$ cat config.mk
export PLATFORM = sky130hd
export DESIGN_NAME = sgp_ports
export DESIGN_NICKNAME = d
export VERILOG_FILES = /design/src/verilog/sgp_axil_slave.v /design/src/verilog/sgp_ports.v
export VERILOG_INCLUDE_DIRS = /design/src /design/src/verilog
export SDC_FILE = /design/constraint.sdc
export NUM_CORES = 1
export LEC_CHECK = 0
export BUFFER_PORTS_ARGS = -buffer_cell sky130_fd_sc_hd__buf_2
export CAP_MARGIN = 20
export CORE_ASPECT_RATIO = 1.75
export CORE_UTILIZATION = 55
export DETAILED_ROUTE_END_ITERATION = 7
export PLACE_DENSITY = 0.8
export SYNTH_ARGS = -nofsm -noshare
export SYNTH_HDL_FRONTEND = slang
export SYNTH_SLANG_ARGS = --single-unit
$ cat constraint.sdc
create_clock -name core_clk_i -period 3.75 [get_ports core_clk_i]
set_input_delay 0.75 -clock core_clk_i [delete_from_list [all_inputs] [get_ports core_clk_i]]
set_output_delay 0.75 -clock core_clk_i [all_outputs]
set_load 0.01 [all_outputs]
$ cat src/verilog/sgp_map.vh
// Register map, field positions and reset values of the shared port block.
// Included by every design file of the block; holds definitions only.
`ifndef SGP_MAP_VH
`define SGP_MAP_VH

// -----------------------------------------------------------------
// Register indices (byte address is four times the index)
// -----------------------------------------------------------------
`define SGP_IDX_W 10
`define SGP_IDX_PE_DATA 10'h008
`define SGP_IDX_PF_DATA 10'h009
`define SGP_IDX_PG_DATA 10'h00a
`define SGP_IDX_PE_DIR 10'h00c
`define SGP_IDX_PF_DIR 10'h00d
`define SGP_IDX_PG_DIR 10'h00e
`define SGP_IDX_FUNC 10'h010
`define SGP_IDX_OWNED 10'h011

// -----------------------------------------------------------------
// Pin function control fields
// -----------------------------------------------------------------
`define SGP_FN_W 23
`define SGP_FN_SPI_EN 0
`define SGP_FN_SPI_MST 1
`define SGP_FN_SCI_EN 2
`define SGP_FN_ELS_E_LO 4
`define SGP_FN_ELS_F_LO 8
`define SGP_FN_KBD_LO 20

// -----------------------------------------------------------------
// Reset values
// -----------------------------------------------------------------
`define SGP_RST_PE_DIR 8'h00
`define SGP_RST_PF_DIR 7'h00
`define SGP_RST_PG_DIR 3'h0
`define SGP_RST_FUNC 23'h000000

// -----------------------------------------------------------------
// Bus responses
// -----------------------------------------------------------------
`define SGP_RESP_OKAY 2'h0
`define SGP_RESP_SLVERR 2'h2

`endif

$ cat src/verilog/sgp_axil_slave.v
// AXI4-Lite slave front end of the shared port block.
// Assumes the register file answers hits and read data combinationally.
`timescale 1ns/1ps
`default_nettype none
`include "sgp_map.vh"

module sgp_axil_slave #(
	parameter ADDR_W = 12
) (
	input wire core_clk_i,
	input wire sys_rst_i,
	input wire [ADDR_W-1:0] s_axi_awaddr_i,
	input wire s_axi_awvalid_i,
	output wire s_axi_awready_o,
	input wire [31:0] s_axi_wdata_i,
	input wire [3:0] s_axi_wstrb_i,
	input wire s_axi_wvalid_i,
	output wire s_axi_wready_o,
	output wire [1:0] s_axi_bresp_o,
	output wire s_axi_bvalid_o,
	input wire s_axi_bready_i,
	input wire [ADDR_W-1:0] s_axi_araddr_i,
	input wire s_axi_arvalid_i,
	output wire s_axi_arready_o,
	output wire [31:0] s_axi_rdata_o,
	output wire [1:0] s_axi_rresp_o,
	output wire s_axi_rvalid_o,
	input wire s_axi_rready_i,
	output wire wr_en_o,
	output wire [`SGP_IDX_W-1:0] wr_idx_o,
	output wire [31:0] wr_data_o,
	output wire [3:0] wr_strb_o,
	input wire wr_hit_i,
	output wire [`SGP_IDX_W-1:0] rd_idx_o,
	input wire [31:0] rd_data_i,
	input wire rd_hit_i
);

	// Captured write address and data, either may arrive first
	reg aw_have_q;
	reg w_have_q;
	reg [`SGP_IDX_W-1:0] aw_idx_q;
	reg [31:0] w_data_q;
	reg [3:0] w_strb_q;
	reg bvalid_q;
	reg [1:0] bresp_q;
	reg rvalid_q;
	reg [1:0] rresp_q;
	reg [31:0] rdata_q;

	// -----------------------------------------------------------------
	// Write channel
	// -----------------------------------------------------------------
	assign s_axi_awready_o = ~aw_have_q & ~bvalid_q;
	assign s_axi_wready_o = ~w_have_q & ~bvalid_q;
	assign wr_en_o = aw_have_q & w_have_q & ~bvalid_q;
	assign wr_idx_o = aw_idx_q;
	assign wr_data_o = w_data_q;
	assign wr_strb_o = w_strb_q;
	assign s_axi_bvalid_o = bvalid_q;
	assign s_axi_bresp_o = bresp_q;

	// Capture, commit, then hold the response until taken
	always @(posedge core_clk_i) begin
		if (sys_rst_i) begin
			aw_have_q <= 1'b0;
			w_have_q <= 1'b0;
			aw_idx_q <= {`SGP_IDX_W{1'b0}};
			w_data_q <= 32'h00000000;
			w_strb_q <= 4'h0;
			bvalid_q <= 1'b0;
			bresp_q <= `SGP_RESP_OKAY;
		end else begin
			if (s_axi_awvalid_i && s_axi_awready_o) begin
				aw_have_q <= 1'b1;
				aw_idx_q <= s_axi_awaddr_i[`SGP_IDX_W+1:2];
			end
			if (s_axi_wvalid_i && s_axi_wready_o) begin
				w_have_q <= 1'b1;
				w_data_q <= s_axi_wdata_i;
				w_strb_q <= s_axi_wstrb_i;
			end
			if (wr_en_o) begin
				aw_have_q <= 1'b0;
				w_have_q <= 1'b0;
				bvalid_q <= 1'b1;
				bresp_q <= wr_hit_i ? `SGP_RESP_OKAY : `SGP_RESP_SLVERR;
			end else if (bvalid_q && s_axi_bready_i) begin
				bvalid_q <= 1'b0;
			end
		end
	end

	// -----------------------------------------------------------------
	// Read channel: data sampled at the address handshake
	// -----------------------------------------------------------------
	assign s_axi_arready_o = ~rvalid_q;
	assign rd_idx_o = s_axi_araddr_i[`SGP_IDX_W+1:2];
	assign s_axi_rvalid_o = rvalid_q;
	assign s_axi_rresp_o = rresp_q;
	assign s_axi_rdata_o = rdata_q;

	// One read outstanding at a time
	always @(posedge core_clk_i) begin
		if (sys_rst_i) begin
			rvalid_q <= 1'b0;
			rresp_q <= `SGP_RESP_OKAY;
			rdata_q <= 32'h00000000;
		end else if (s_axi_arvalid_i && s_axi_arready_o) begin
			rvalid_q <= 1'b1;
			rresp_q <= rd_hit_i ? `SGP_RESP_OKAY : `SGP_RESP_SLVERR;
			rdata_q <= rd_hit_i ? rd_data_i : 32'h00000000;
		end else if (rvalid_q && s_axi_rready_i) begin
			rvalid_q <= 1'b0;
		end
	end

	// Low address bits below the index are ignored on purpose
	wire unused_addr = &{1'b0, s_axi_awaddr_i[1:0], s_axi_araddr_i[1:0]};

endmodule // sgp_axil_slave

`default_nettype wire

$ cat src/verilog/sgp_ports.v
// Shared general-purpose ports E (8 pins), F (7 pins) and G (3 pins).
// Assumes SPI, SCI, timer and keypad logic on the same clock; pins async.
//
// Operation
// - Eight port E latches, one byte register
// - Direction one drives latch, zero floats pin
// - Reset clears all port E direction bits
// - Port E read gives latch where output
// - Port E read gives pin where input
// - Data writes always update latches only
// - Port F read mixes latch and pin
// - Reset clears all port F direction bits
// - Reset leaves port F latches unchanged
// - Port G latches kept; own direction bits
// - SPI enable claims port E pins 7-5
// - Pin 4 is slave select in slave
// - Claimed E pins: direction only steers reads
// - SCI enable claims port E pins 1-0
// - Timer channel fields claim E pins 3-2
// - Timer channel fields claim F pins 5-0
// - Claimed F pins: direction only steers reads
// - Keypad enables make G pins interrupt inputs
//
// The AXI4-Lite interface to the registers was chosen for this implementation.
`timescale 1ns/1ps
`default_nettype none
`include "sgp_map.vh"

module sgp_ports #(
	parameter AXI_ADDR_W = 12
) (
	input wire core_clk_i,
	input wire sys_rst_i,
	// AXI4-Lite register bus
	input wire [AXI_ADDR_W-1:0] s_axi_awaddr_i,
	input wire s_axi_awvalid_i,
	output wire s_axi_awready_o,
	input wire [31:0] s_axi_wdata_i,
	input wire [3:0] s_axi_wstrb_i,
	input wire s_axi_wvalid_i,
	output wire s_axi_wready_o,
	output wire [1:0] s_axi_bresp_o,
	output wire s_axi_bvalid_o,
	input wire s_axi_bready_i,
	input wire [AXI_ADDR_W-1:0] s_axi_araddr_i,
	input wire s_axi_arvalid_i,
	output wire s_axi_arready_o,
	output wire [31:0] s_axi_rdata_o,
	output wire [1:0] s_axi_rresp_o,
	output wire s_axi_rvalid_o,
	input wire s_axi_rready_i,
	// Port pins, split into level, value and enable
	input wire [7:0] pe_pin_i,
	output wire [7:0] pe_pin_o,
	output wire [7:0] pe_pin_oe_o,
	input wire [6:0] pf_pin_i,
	output wire [6:0] pf_pin_o,
	output wire [6:0] pf_pin_oe_o,
	input wire [2:0] pg_pin_i,
	output wire [2:0] pg_pin_o,
	output wire [2:0] pg_pin_oe_o,
	// Drive requests from the sharing peripherals
	input wire [7:0] pe_alt_out_i,
	input wire [7:0] pe_alt_oe_i,
	input wire [5:0] pf_alt_out_i,
	input wire [5:0] pf_alt_oe_i,
	// Synchronised levels toward the peripherals
	output wire [7:0] pe_level_o,
	output wire [6:0] pf_level_o,
	output wire [2:0] keypad_input_pin_o,
	// Pin function enables toward the peripherals
	output wire spi_enable_bit_o,
	output wire spi_master_select_bit_o,
	output wire sci_enable_bit_o,
	output wire [2:0] keypad_interrupt_enable_bits_o
);

	// -----------------------------------------------------------------
	// Helpers
	// -----------------------------------------------------------------

	// A timer channel claims its pin once its select field is nonzero
	function field_on;
		input [1:0] f;
		begin
			field_on = |f;
		end
	endfunction

	// Per bit: latch where direction is one, pin level where zero
	function [7:0] read_mix;
		input [7:0] dir;
		input [7:0] latch;
		input [7:0] pin;
		begin
			read_mix = (dir & latch) | (~dir & pin);
		end
	endfunction

	// -----------------------------------------------------------------
	// State
	// -----------------------------------------------------------------
	reg [7:0] pe_latch_q; // port_e_pin_latch, no reset
	reg [6:0] pf_latch_q; // port_f_pin_latch, no reset
	reg [2:0] pg_latch_q; // port_g_pin_latch, no reset
	reg [7:0] pe_dir_q; // port_e_direction
	reg [6:0] pf_dir_q; // port_f_direction
	reg [2:0] pg_dir_q; // port_g_direction
	reg [`SGP_FN_W-1:0] func_q; // pin function control
	reg [7:0] pe_meta_q; // first sync stage, read by second only
	reg [7:0] pe_sync_q;
	reg [6:0] pf_meta_q;
	reg [6:0] pf_sync_q;
	reg [2:0] pg_meta_q;
	reg [2:0] pg_sync_q;
	reg [7:0] pe_out_q; // registered pin drive
	reg [7:0] pe_oe_q;
	reg [6:0] pf_out_q;
	reg [6:0] pf_oe_q;
	reg [2:0] pg_out_q;
	reg [2:0] pg_oe_q;

	// Bus side wiring
	wire wr_en;
	wire [`SGP_IDX_W-1:0] wr_idx;
	wire [31:0] wr_data;
	wire [3:0] wr_strb;
	reg wr_hit;
	wire [`SGP_IDX_W-1:0] rd_idx;
	reg [31:0] rd_data;
	reg rd_hit;

	// Ownership and next drive values
	wire spi_en;
	wire spi_mst;
	wire sci_en;
	wire [2:0] kbd_en;
	wire [7:0] pe_owned;
	wire [6:0] pf_owned;
	wire [7:0] pe_alt_oe_eff;
	reg [7:0] pe_out_d;
	reg [7:0] pe_oe_d;
	reg [6:0] pf_out_d;
	reg [6:0] pf_oe_d;
	reg [2:0] pg_out_d;
	reg [2:0] pg_oe_d;

	// -----------------------------------------------------------------
	// Bus slave
	// -----------------------------------------------------------------
	sgp_axil_slave #(
		.ADDR_W(AXI_ADDR_W)
	) u_bus (
		.core_clk_i(core_clk_i),
		.sys_rst_i(sys_rst_i),
		.s_axi_awaddr_i(s_axi_awaddr_i),
		.s_axi_awvalid_i(s_axi_awvalid_i),
		.s_axi_awready_o(s_axi_awready_o),
		.s_axi_wdata_i(s_axi_wdata_i),
		.s_axi_wstrb_i(s_axi_wstrb_i),
		.s_axi_wvalid_i(s_axi_wvalid_i),
		.s_axi_wready_o(s_axi_wready_o),
		.s_axi_bresp_o(s_axi_bresp_o),
		.s_axi_bvalid_o(s_axi_bvalid_o),
		.s_axi_bready_i(s_axi_bready_i),
		.s_axi_araddr_i(s_axi_araddr_i),
		.s_axi_arvalid_i(s_axi_arvalid_i),
		.s_axi_arready_o(s_axi_arready_o),
		.s_axi_rdata_o(s_axi_rdata_o),
		.s_axi_rresp_o(s_axi_rresp_o),
		.s_axi_rvalid_o(s_axi_rvalid_o),
		.s_axi_rready_i(s_axi_rready_i),
		.wr_en_o(wr_en),
		.wr_idx_o(wr_idx),
		.wr_data_o(wr_data),
		.wr_strb_o(wr_strb),
		.wr_hit_i(wr_hit),
		.rd_idx_o(rd_idx),
		.rd_data_i(rd_data),
		.rd_hit_i(rd_hit)
	);

	// -----------------------------------------------------------------
	// Pin synchronisers
	// -----------------------------------------------------------------

	// Two stages; pins are asynchronous to the core clock
	always @(posedge core_clk_i) begin
		pe_meta_q <= pe_pin_i;
		pe_sync_q <= pe_meta_q;
		pf_meta_q <= pf_pin_i;
		pf_sync_q <= pf_meta_q;
		pg_meta_q <= pg_pin_i;
		pg_sync_q <= pg_meta_q;
	end

	// -----------------------------------------------------------------
	// Data latches
	// -----------------------------------------------------------------

	// No reset: latch contents survive reset untouched
	always @(posedge core_clk_i) begin
		if (wr_en && wr_strb[0]) begin
			// Direction never blocks a latch write
			if (wr_idx == `SGP_IDX_PE_DATA) begin
				pe_latch_q <= wr_data[7:0];
			end
			if (wr_idx == `SGP_IDX_PF_DATA) begin
				pf_latch_q <= wr_data[6:0];
			end
			if (wr_idx == `SGP_IDX_PG_DATA) begin
				pg_latch_q <= wr_data[2:0];
			end
		end
	end

	// -----------------------------------------------------------------
	// Direction and function registers
	// -----------------------------------------------------------------

	// Reset turns every pin into an input and frees all pins
	always @(posedge core_clk_i) begin
		if (sys_rst_i) begin
			pe_dir_q <= `SGP_RST_PE_DIR;
			pf_dir_q <= `SGP_RST_PF_DIR;
			pg_dir_q <= `SGP_RST_PG_DIR;
			func_q <= `SGP_RST_FUNC;
		end else if (wr_en) begin
			if (wr_strb[0] && wr_idx == `SGP_IDX_PE_DIR) begin
				pe_dir_q <= wr_data[7:0];
			end
			if (wr_strb[0] && wr_idx == `SGP_IDX_PF_DIR) begin
				pf_dir_q <= wr_data[6:0];
			end
			if (wr_strb[0] && wr_idx == `SGP_IDX_PG_DIR) begin
				pg_dir_q <= wr_data[2:0];
			end
			if (wr_idx == `SGP_IDX_FUNC) begin
				// Byte lanes honoured so fields can be set alone
				if (wr_strb[0]) begin
					func_q[7:0] <= wr_data[7:0];
				end
				if (wr_strb[1]) begin
					func_q[15:8] <= wr_data[15:8];
				end
				if (wr_strb[2]) begin
					func_q[22:16] <= wr_data[22:16];
				end
			end
		end
	end

	// -----------------------------------------------------------------
	// Pin ownership
	// -----------------------------------------------------------------
	assign spi_en = func_q[`SGP_FN_SPI_EN];
	assign spi_mst = func_q[`SGP_FN_SPI_MST];
	assign sci_en = func_q[`SGP_FN_SCI_EN];
	assign kbd_en = func_q[`SGP_FN_KBD_LO+2:`SGP_FN_KBD_LO];

	// Clock, data out and data in follow the SPI enable alone
	assign pe_owned[7:5] = {3{spi_en}};
	// Slave select only when enabled as a slave
	assign pe_owned[4] = spi_en & ~spi_mst;
	// Timer A channels 1 and 0
	assign pe_owned[3] = field_on(func_q[`SGP_FN_ELS_E_LO+3:`SGP_FN_ELS_E_LO+2]);
	assign pe_owned[2] = field_on(func_q[`SGP_FN_ELS_E_LO+1:`SGP_FN_ELS_E_LO]);
	// Receive and transmit of the serial interface
	assign pe_owned[1:0] = {2{sci_en}};

	// Slave select is always an input, whatever anyone asks
	assign pe_alt_oe_eff = {pe_alt_oe_i[7:5], 1'b0, pe_alt_oe_i[3:0]};

	// Port F timer channels, one two-bit field per pin
	genvar gi;
	generate
		for (gi = 0; gi < 6; gi = gi + 1) begin : g_pf_own
			assign pf_owned[gi] =
				field_on(func_q[`SGP_FN_ELS_F_LO+2*gi+1:`SGP_FN_ELS_F_LO+2*gi]);
		end
	endgenerate
	// Pin 6 is shared with nothing
	assign pf_owned[6] = 1'b0;

	// -----------------------------------------------------------------
	// Next pin drive
	// -----------------------------------------------------------------

	// Undriven pins show zero so no unwritten latch leaks out
	always @* begin
		pe_oe_d = (pe_owned & pe_alt_oe_eff) | (~pe_owned & pe_dir_q);
		pe_out_d = pe_oe_d & ((pe_owned & pe_alt_out_i) | (~pe_owned & pe_latch_q));
		pf_oe_d = ({1'b0, pf_alt_oe_i} & pf_owned) | (~pf_owned & pf_dir_q);
		pf_out_d = pf_oe_d &
			(({1'b0, pf_alt_out_i} & pf_owned) | (~pf_owned & pf_latch_q));
		// Keypad inputs are never driven
		pg_oe_d = pg_dir_q & ~kbd_en;
		pg_out_d = pg_oe_d & pg_latch_q;
	end

	// Drive registers; reset releases every pin
	always @(posedge core_clk_i) begin
		if (sys_rst_i) begin
			pe_out_q <= 8'h00;
			pe_oe_q <= 8'h00;
			pf_out_q <= 7'h00;
			pf_oe_q <= 7'h00;
			pg_out_q <= 3'h0;
			pg_oe_q <= 3'h0;
		end else begin
			pe_out_q <= pe_out_d;
			pe_oe_q <= pe_oe_d;
			pf_out_q <= pf_out_d;
			pf_oe_q <= pf_oe_d;
			pg_out_q <= pg_out_d;
			pg_oe_q <= pg_oe_d;
		end
	end

	assign pe_pin_o = pe_out_q;
	assign pe_pin_oe_o = pe_oe_q;
	assign pf_pin_o = pf_out_q;
	assign pf_pin_oe_o = pf_oe_q;
	assign pg_pin_o = pg_out_q;
	assign pg_pin_oe_o = pg_oe_q;

	// -----------------------------------------------------------------
	// Toward the peripherals
	// -----------------------------------------------------------------
	assign pe_level_o = pe_sync_q;
	assign pf_level_o = pf_sync_q;
	// Disabled keypad lines read as zero to the keypad logic
	assign keypad_input_pin_o = pg_sync_q & kbd_en;
	assign spi_enable_bit_o = spi_en;
	assign spi_master_select_bit_o = spi_mst;
	assign sci_enable_bit_o = sci_en;
	assign keypad_interrupt_enable_bits_o = kbd_en;

	// -----------------------------------------------------------------
	// Register decode
	// -----------------------------------------------------------------

	// Write hit: unmapped indices are refused with an error
	always @* begin
		case (wr_idx)
			`SGP_IDX_PE_DATA: wr_hit = 1'b1;
			`SGP_IDX_PF_DATA: wr_hit = 1'b1;
			`SGP_IDX_PG_DATA: wr_hit = 1'b1;
			`SGP_IDX_PE_DIR: wr_hit = 1'b1;
			`SGP_IDX_PF_DIR: wr_hit = 1'b1;
			`SGP_IDX_PG_DIR: wr_hit = 1'b1;
			`SGP_IDX_FUNC: wr_hit = 1'b1;
			`SGP_IDX_OWNED: wr_hit = 1'b1;
			default: wr_hit = 1'b0;
		endcase
	end

	// Read mux; direction steers the mix even on claimed pins
	always @* begin
		rd_hit = 1'b1;
		rd_data = 32'h00000000;
		case (rd_idx)
			`SGP_IDX_PE_DATA: begin
				rd_data[7:0] = read_mix(pe_dir_q, pe_latch_q, pe_sync_q);
			end
			`SGP_IDX_PF_DATA: begin
				rd_data[7:0] = read_mix({1'b0, pf_dir_q}, {1'b0, pf_latch_q},
					{1'b0, pf_sync_q});
			end
			`SGP_IDX_PG_DATA: begin
				rd_data[7:0] = read_mix({5'h00, pg_dir_q}, {5'h00, pg_latch_q},
					{5'h00, pg_sync_q});
			end
			`SGP_IDX_PE_DIR: begin
				rd_data[7:0] = pe_dir_q;
			end
			`SGP_IDX_PF_DIR: begin
				rd_data[6:0] = pf_dir_q;
			end
			`SGP_IDX_PG_DIR: begin
				rd_data[2:0] = pg_dir_q;
			end
			`SGP_IDX_FUNC: begin
				rd_data[`SGP_FN_W-1:0] = func_q;
			end
			`SGP_IDX_OWNED: begin
				// Read-only view of which pins a peripheral holds
				rd_data[14:0] = {pf_owned, pe_owned};
			end
			default: begin
				rd_hit = 1'b0;
			end
		endcase
	end

endmodule // sgp_ports

`default_nettype wire

==> key figures <==
Power
  • Clk pwr share: 0.412
  • Leak Pwr: 4.03 nW
  • Sequential share of power: 0.528
  • Combinational power share: 0.060
  • Sw frac: 0.235
  • Power, Total: 0.00421 W
  • PD cells: 480 nW/um2
  • Sw Pwr: 0.000989 W
  • Internal power: 0.00322 W
  • Max rail drop VDD: 0.000308 V

Die
  • IO Count: 214
  • Initial Util: 0.561
  • Die width: 88.6 um
  • Row count: 55
  • Core footprint: 12900 um2
  • Die Footprint: 13600 um2
  • Die height: 154 um

Global route
  • Antenna violations before repair: 1
  • Gr usage total: 0.273
  • Vias in the first global route: 5638
  • Largest net degree at the start of global routing: 65
  • First-pass GRT wire length: 27.7 mm
  • Total gr overflow: 0

Synth
  • Asr flop ratio synth: 0
  • Post-synth EDFFs: 18
  • Cell types occupying the most area after synthesis: dfxtp_1 (50%), mux2i_1 (13%), edfxtp_1 (7.5%)
  • Top FF cell, synth: dfxtp_1
  • Avg Cell Area, Syn: 10.4 um2
  • Library cells used by synthesis: 53
  • Flops & latches, synth: 197
  • Area leader, netlist: dfxtp_1
  • Synth top area share: 0.496
  • Gate Count Post-Synth: 695
  • Post-Syn Area: 7220 um2
  • Post-synthesis sequential area ratio: 0.571
  • Ys Warns: 0

Setup path
  • Slowest-stage cell, CP: nand4b_1
  • Buf/Inv on CP: 0
  • Crit. End Element: register
  • FF-to-FF path depth: 5
  • Req. time, crit path: 4.03 ns
  • Kind of cell adding the most delay to the critical path: simple AND/OR/NAND/NOR gates
  • Worst Setup Start Kind: register
  • Reg2reg end: pf_dir_q[2]
  • R2r setup slk: 1.33 ns
  • Worst r2r src: u_bus.wr_idx_o[6]
  • WS Path Type: register to register
  • Critical Path, Cell by Cell: or4_4, nor4_4, nand4b_1, mux2i_1, nor2_1
  • Crit path largest cell delay: 0.61 ns
  • CP Launch Point: u_bus.wr_idx_o[6]
  • Worst Path Max Fanout: 8
  • Worst path arrival time: 2.71 ns

STA
  • Achievable frequency: 0.413 GHz
  • Relative slew margins: 0.392
  • Worst setup margin: 1.33 ns
  • Setup_tns: 0 ns
  • Clock Skew: 0.00928 ns
  • Worst Tran Pin Value: 0.913 ns
  • Final slew viol count: 0
  • Tmin final: 2.42 ns
  • Final worst path period share: 0.646
  • RSZ-0062 raised after global routing: no
  • Final setup vio count: 0
  • Final hold viol count: 0

Layout
  • Layout Nets: 980
  • Area grow syn2layout: 21.5%
  • Final Cell Area: 8770 um2
  • Final Non-Filler Cells: 1052
  • Share of cells above drive strength 1: 0.272

Clock tree
  • Clock-pin slew on the worst setup and hold paths: 0.07 ns
  • Sink Count: 197
  • CTS resizes: 0
  • Skew-Pair Late Insertion Delay: 0.43 ns
  • CTS tree: yes
  • Cts bufs inserted: 17
  • Hold Buf Count CTS: 0
  • Setup Buffers After CTS: 0
  • H-tree level count: 4
  • Root Buffer: clkbuf_16
  • Maximum clock path buffer count: 2

Min path
  • Hold path cells: 0
  • Hold path endpoint: pf_level_o[3]
  • Hold WC Path Type: register to register
  • Hold_sp: pf_meta_q[3]

Run status
  • Status: finished clean

Detailed routing
  • Post-route ant nets: 0
  • Residual DRC: 0
  • DR vias/cell: 5.48
  • DR WL/cell: 17.1 um
  • Initial DRC Count: 368
  • Detailed Routing Iterations Pass 1: 5
  • Via count: 5770
  • Total Routed Length: 18.0 mm

Placed design
  • Placed Cells: 1019
  • DP Wirelength: 13.3 mm
  • Port Buffer Count: 186
  • Dpl cell area: 8200 um2
  • Pre-CTS WS: 1.15 ns
  • Routability cong.: 0.852

Flow run
  • Max cap viols: 0
==> cell usage in the layout (no fill, tap or decap), drive strengths merged, types with 9 or more instances in the layout <==
master	synthesis	layout
buf	25	192
dfxtp	179	179
nor2	101	101
mux2i	91	91
nand2	65	65
a21oi	36	36
nor3	22	22
clkbuf	24	19
edfxtp	18	18
o21ai	17	17
a22o	14	14
conb	1	11
and2	11	11
nand2b	10	10
nand3	10	10
nor3b	9	9
==> cell families (layout without fill, tap and decap cells) <==
| group | after synthesis | in the layout | synth area share |
|---|---|---|---|
| other cells | 1 | 12 | 0.000519 |
| flops | 197 | 197 | 0.571 |
| mux | 91 | 91 | 0.126 |
| compound gates | 107 | 107 | 0.0986 |
| simple gates | 247 | 247 | 0.167 |
| buf+inv | 52 | 227 | 0.0362 |
==> through the flow <==
step / hold WS, ns / util
after global placement: 0.311 / 0.638
after CTS: 0.328 / 0.682
after global routing: 0.335 / 0.682
after detailed placement: 0.312 / 0.638
final: 0.326 / 0.682
after floorplan: 0.310 / -
==> cell type report <==
type	instances	area (um2)
clock buffers	19	443
flip-flops and latches	197	4120
repair buffers	192	978
diodes	1	2.50
clock inverters	13	124
inverters	3	11.3
fillers	1009	4100
multi-input cells	456	2880
well taps	171	214
==> power groups by stage <==
stage / clock (W) / sequential, W / combinational (W)
after floorplan: 0 / 0.00226 / 0.000154
after detailed placement: 0 / 0.00227 / 0.000250
after CTS: 0.00175 / 0.00222 / 0.000252
after global routing: 0.00184 / 0.00223 / 0.000277
after global placement: 0 / 0.00227 / 0.000245
final: 0.00173 / 0.00222 / 0.000253
==> cells in the mapped netlist, types with 5 or more instances <==
master       n
dfxtp_1    179
nor2_1     101
mux2i_1     91
nand2_1     65
a21oi_1     36
clkbuf_1    24
nor3_1      20
edfxtp_1    18
o21ai_0     17
a22o_1      14
buf_4       14
nand2b_1    10
and2_1       9
nor3b_1      7
a2111oi_0    6
a22oi_1      5
buf_1        5
buf_2        5
nand3_1      5
nand3_2      5
nor2b_1      5
o21a_1       5
==> layer usage <==
metal  vias up  share of wire  GRT usage
li1       2753              -          -
met1      2715           0.37      0.292
met2       239           0.52      0.472
met3        63          0.053     0.0569
met4         0          0.058      0.174
met5         -              0          0
==> flip-flops by register name, summed over array words and instances, names as in the netlist, 10 cells and up, named ones only <==
| signal | count |
|---|---|
| u_bus.s_axi_rdata_o | 23 |
| u_bus.wr_data_o | 23 |
| func_q | 23 |
| u_bus.wr_idx_o | 10 |
==> worst max path at each step <==
stage               cells past startpoint  slack, ns                     end
floorplan                               4       1.52           pf_latch_q[0]
global route                            5       1.21             pf_dir_q[3]
CTS                                     5       1.31             pf_dir_q[1]
global placement                        6       1.22  u_bus.s_axi_rdata_o[3]
finish                                  5       1.33             pf_dir_q[2]
detailed placement                      6       1.15  u_bus.s_axi_rdata_o[2]
Note: power is estimated with default switching activity, not from simulation.
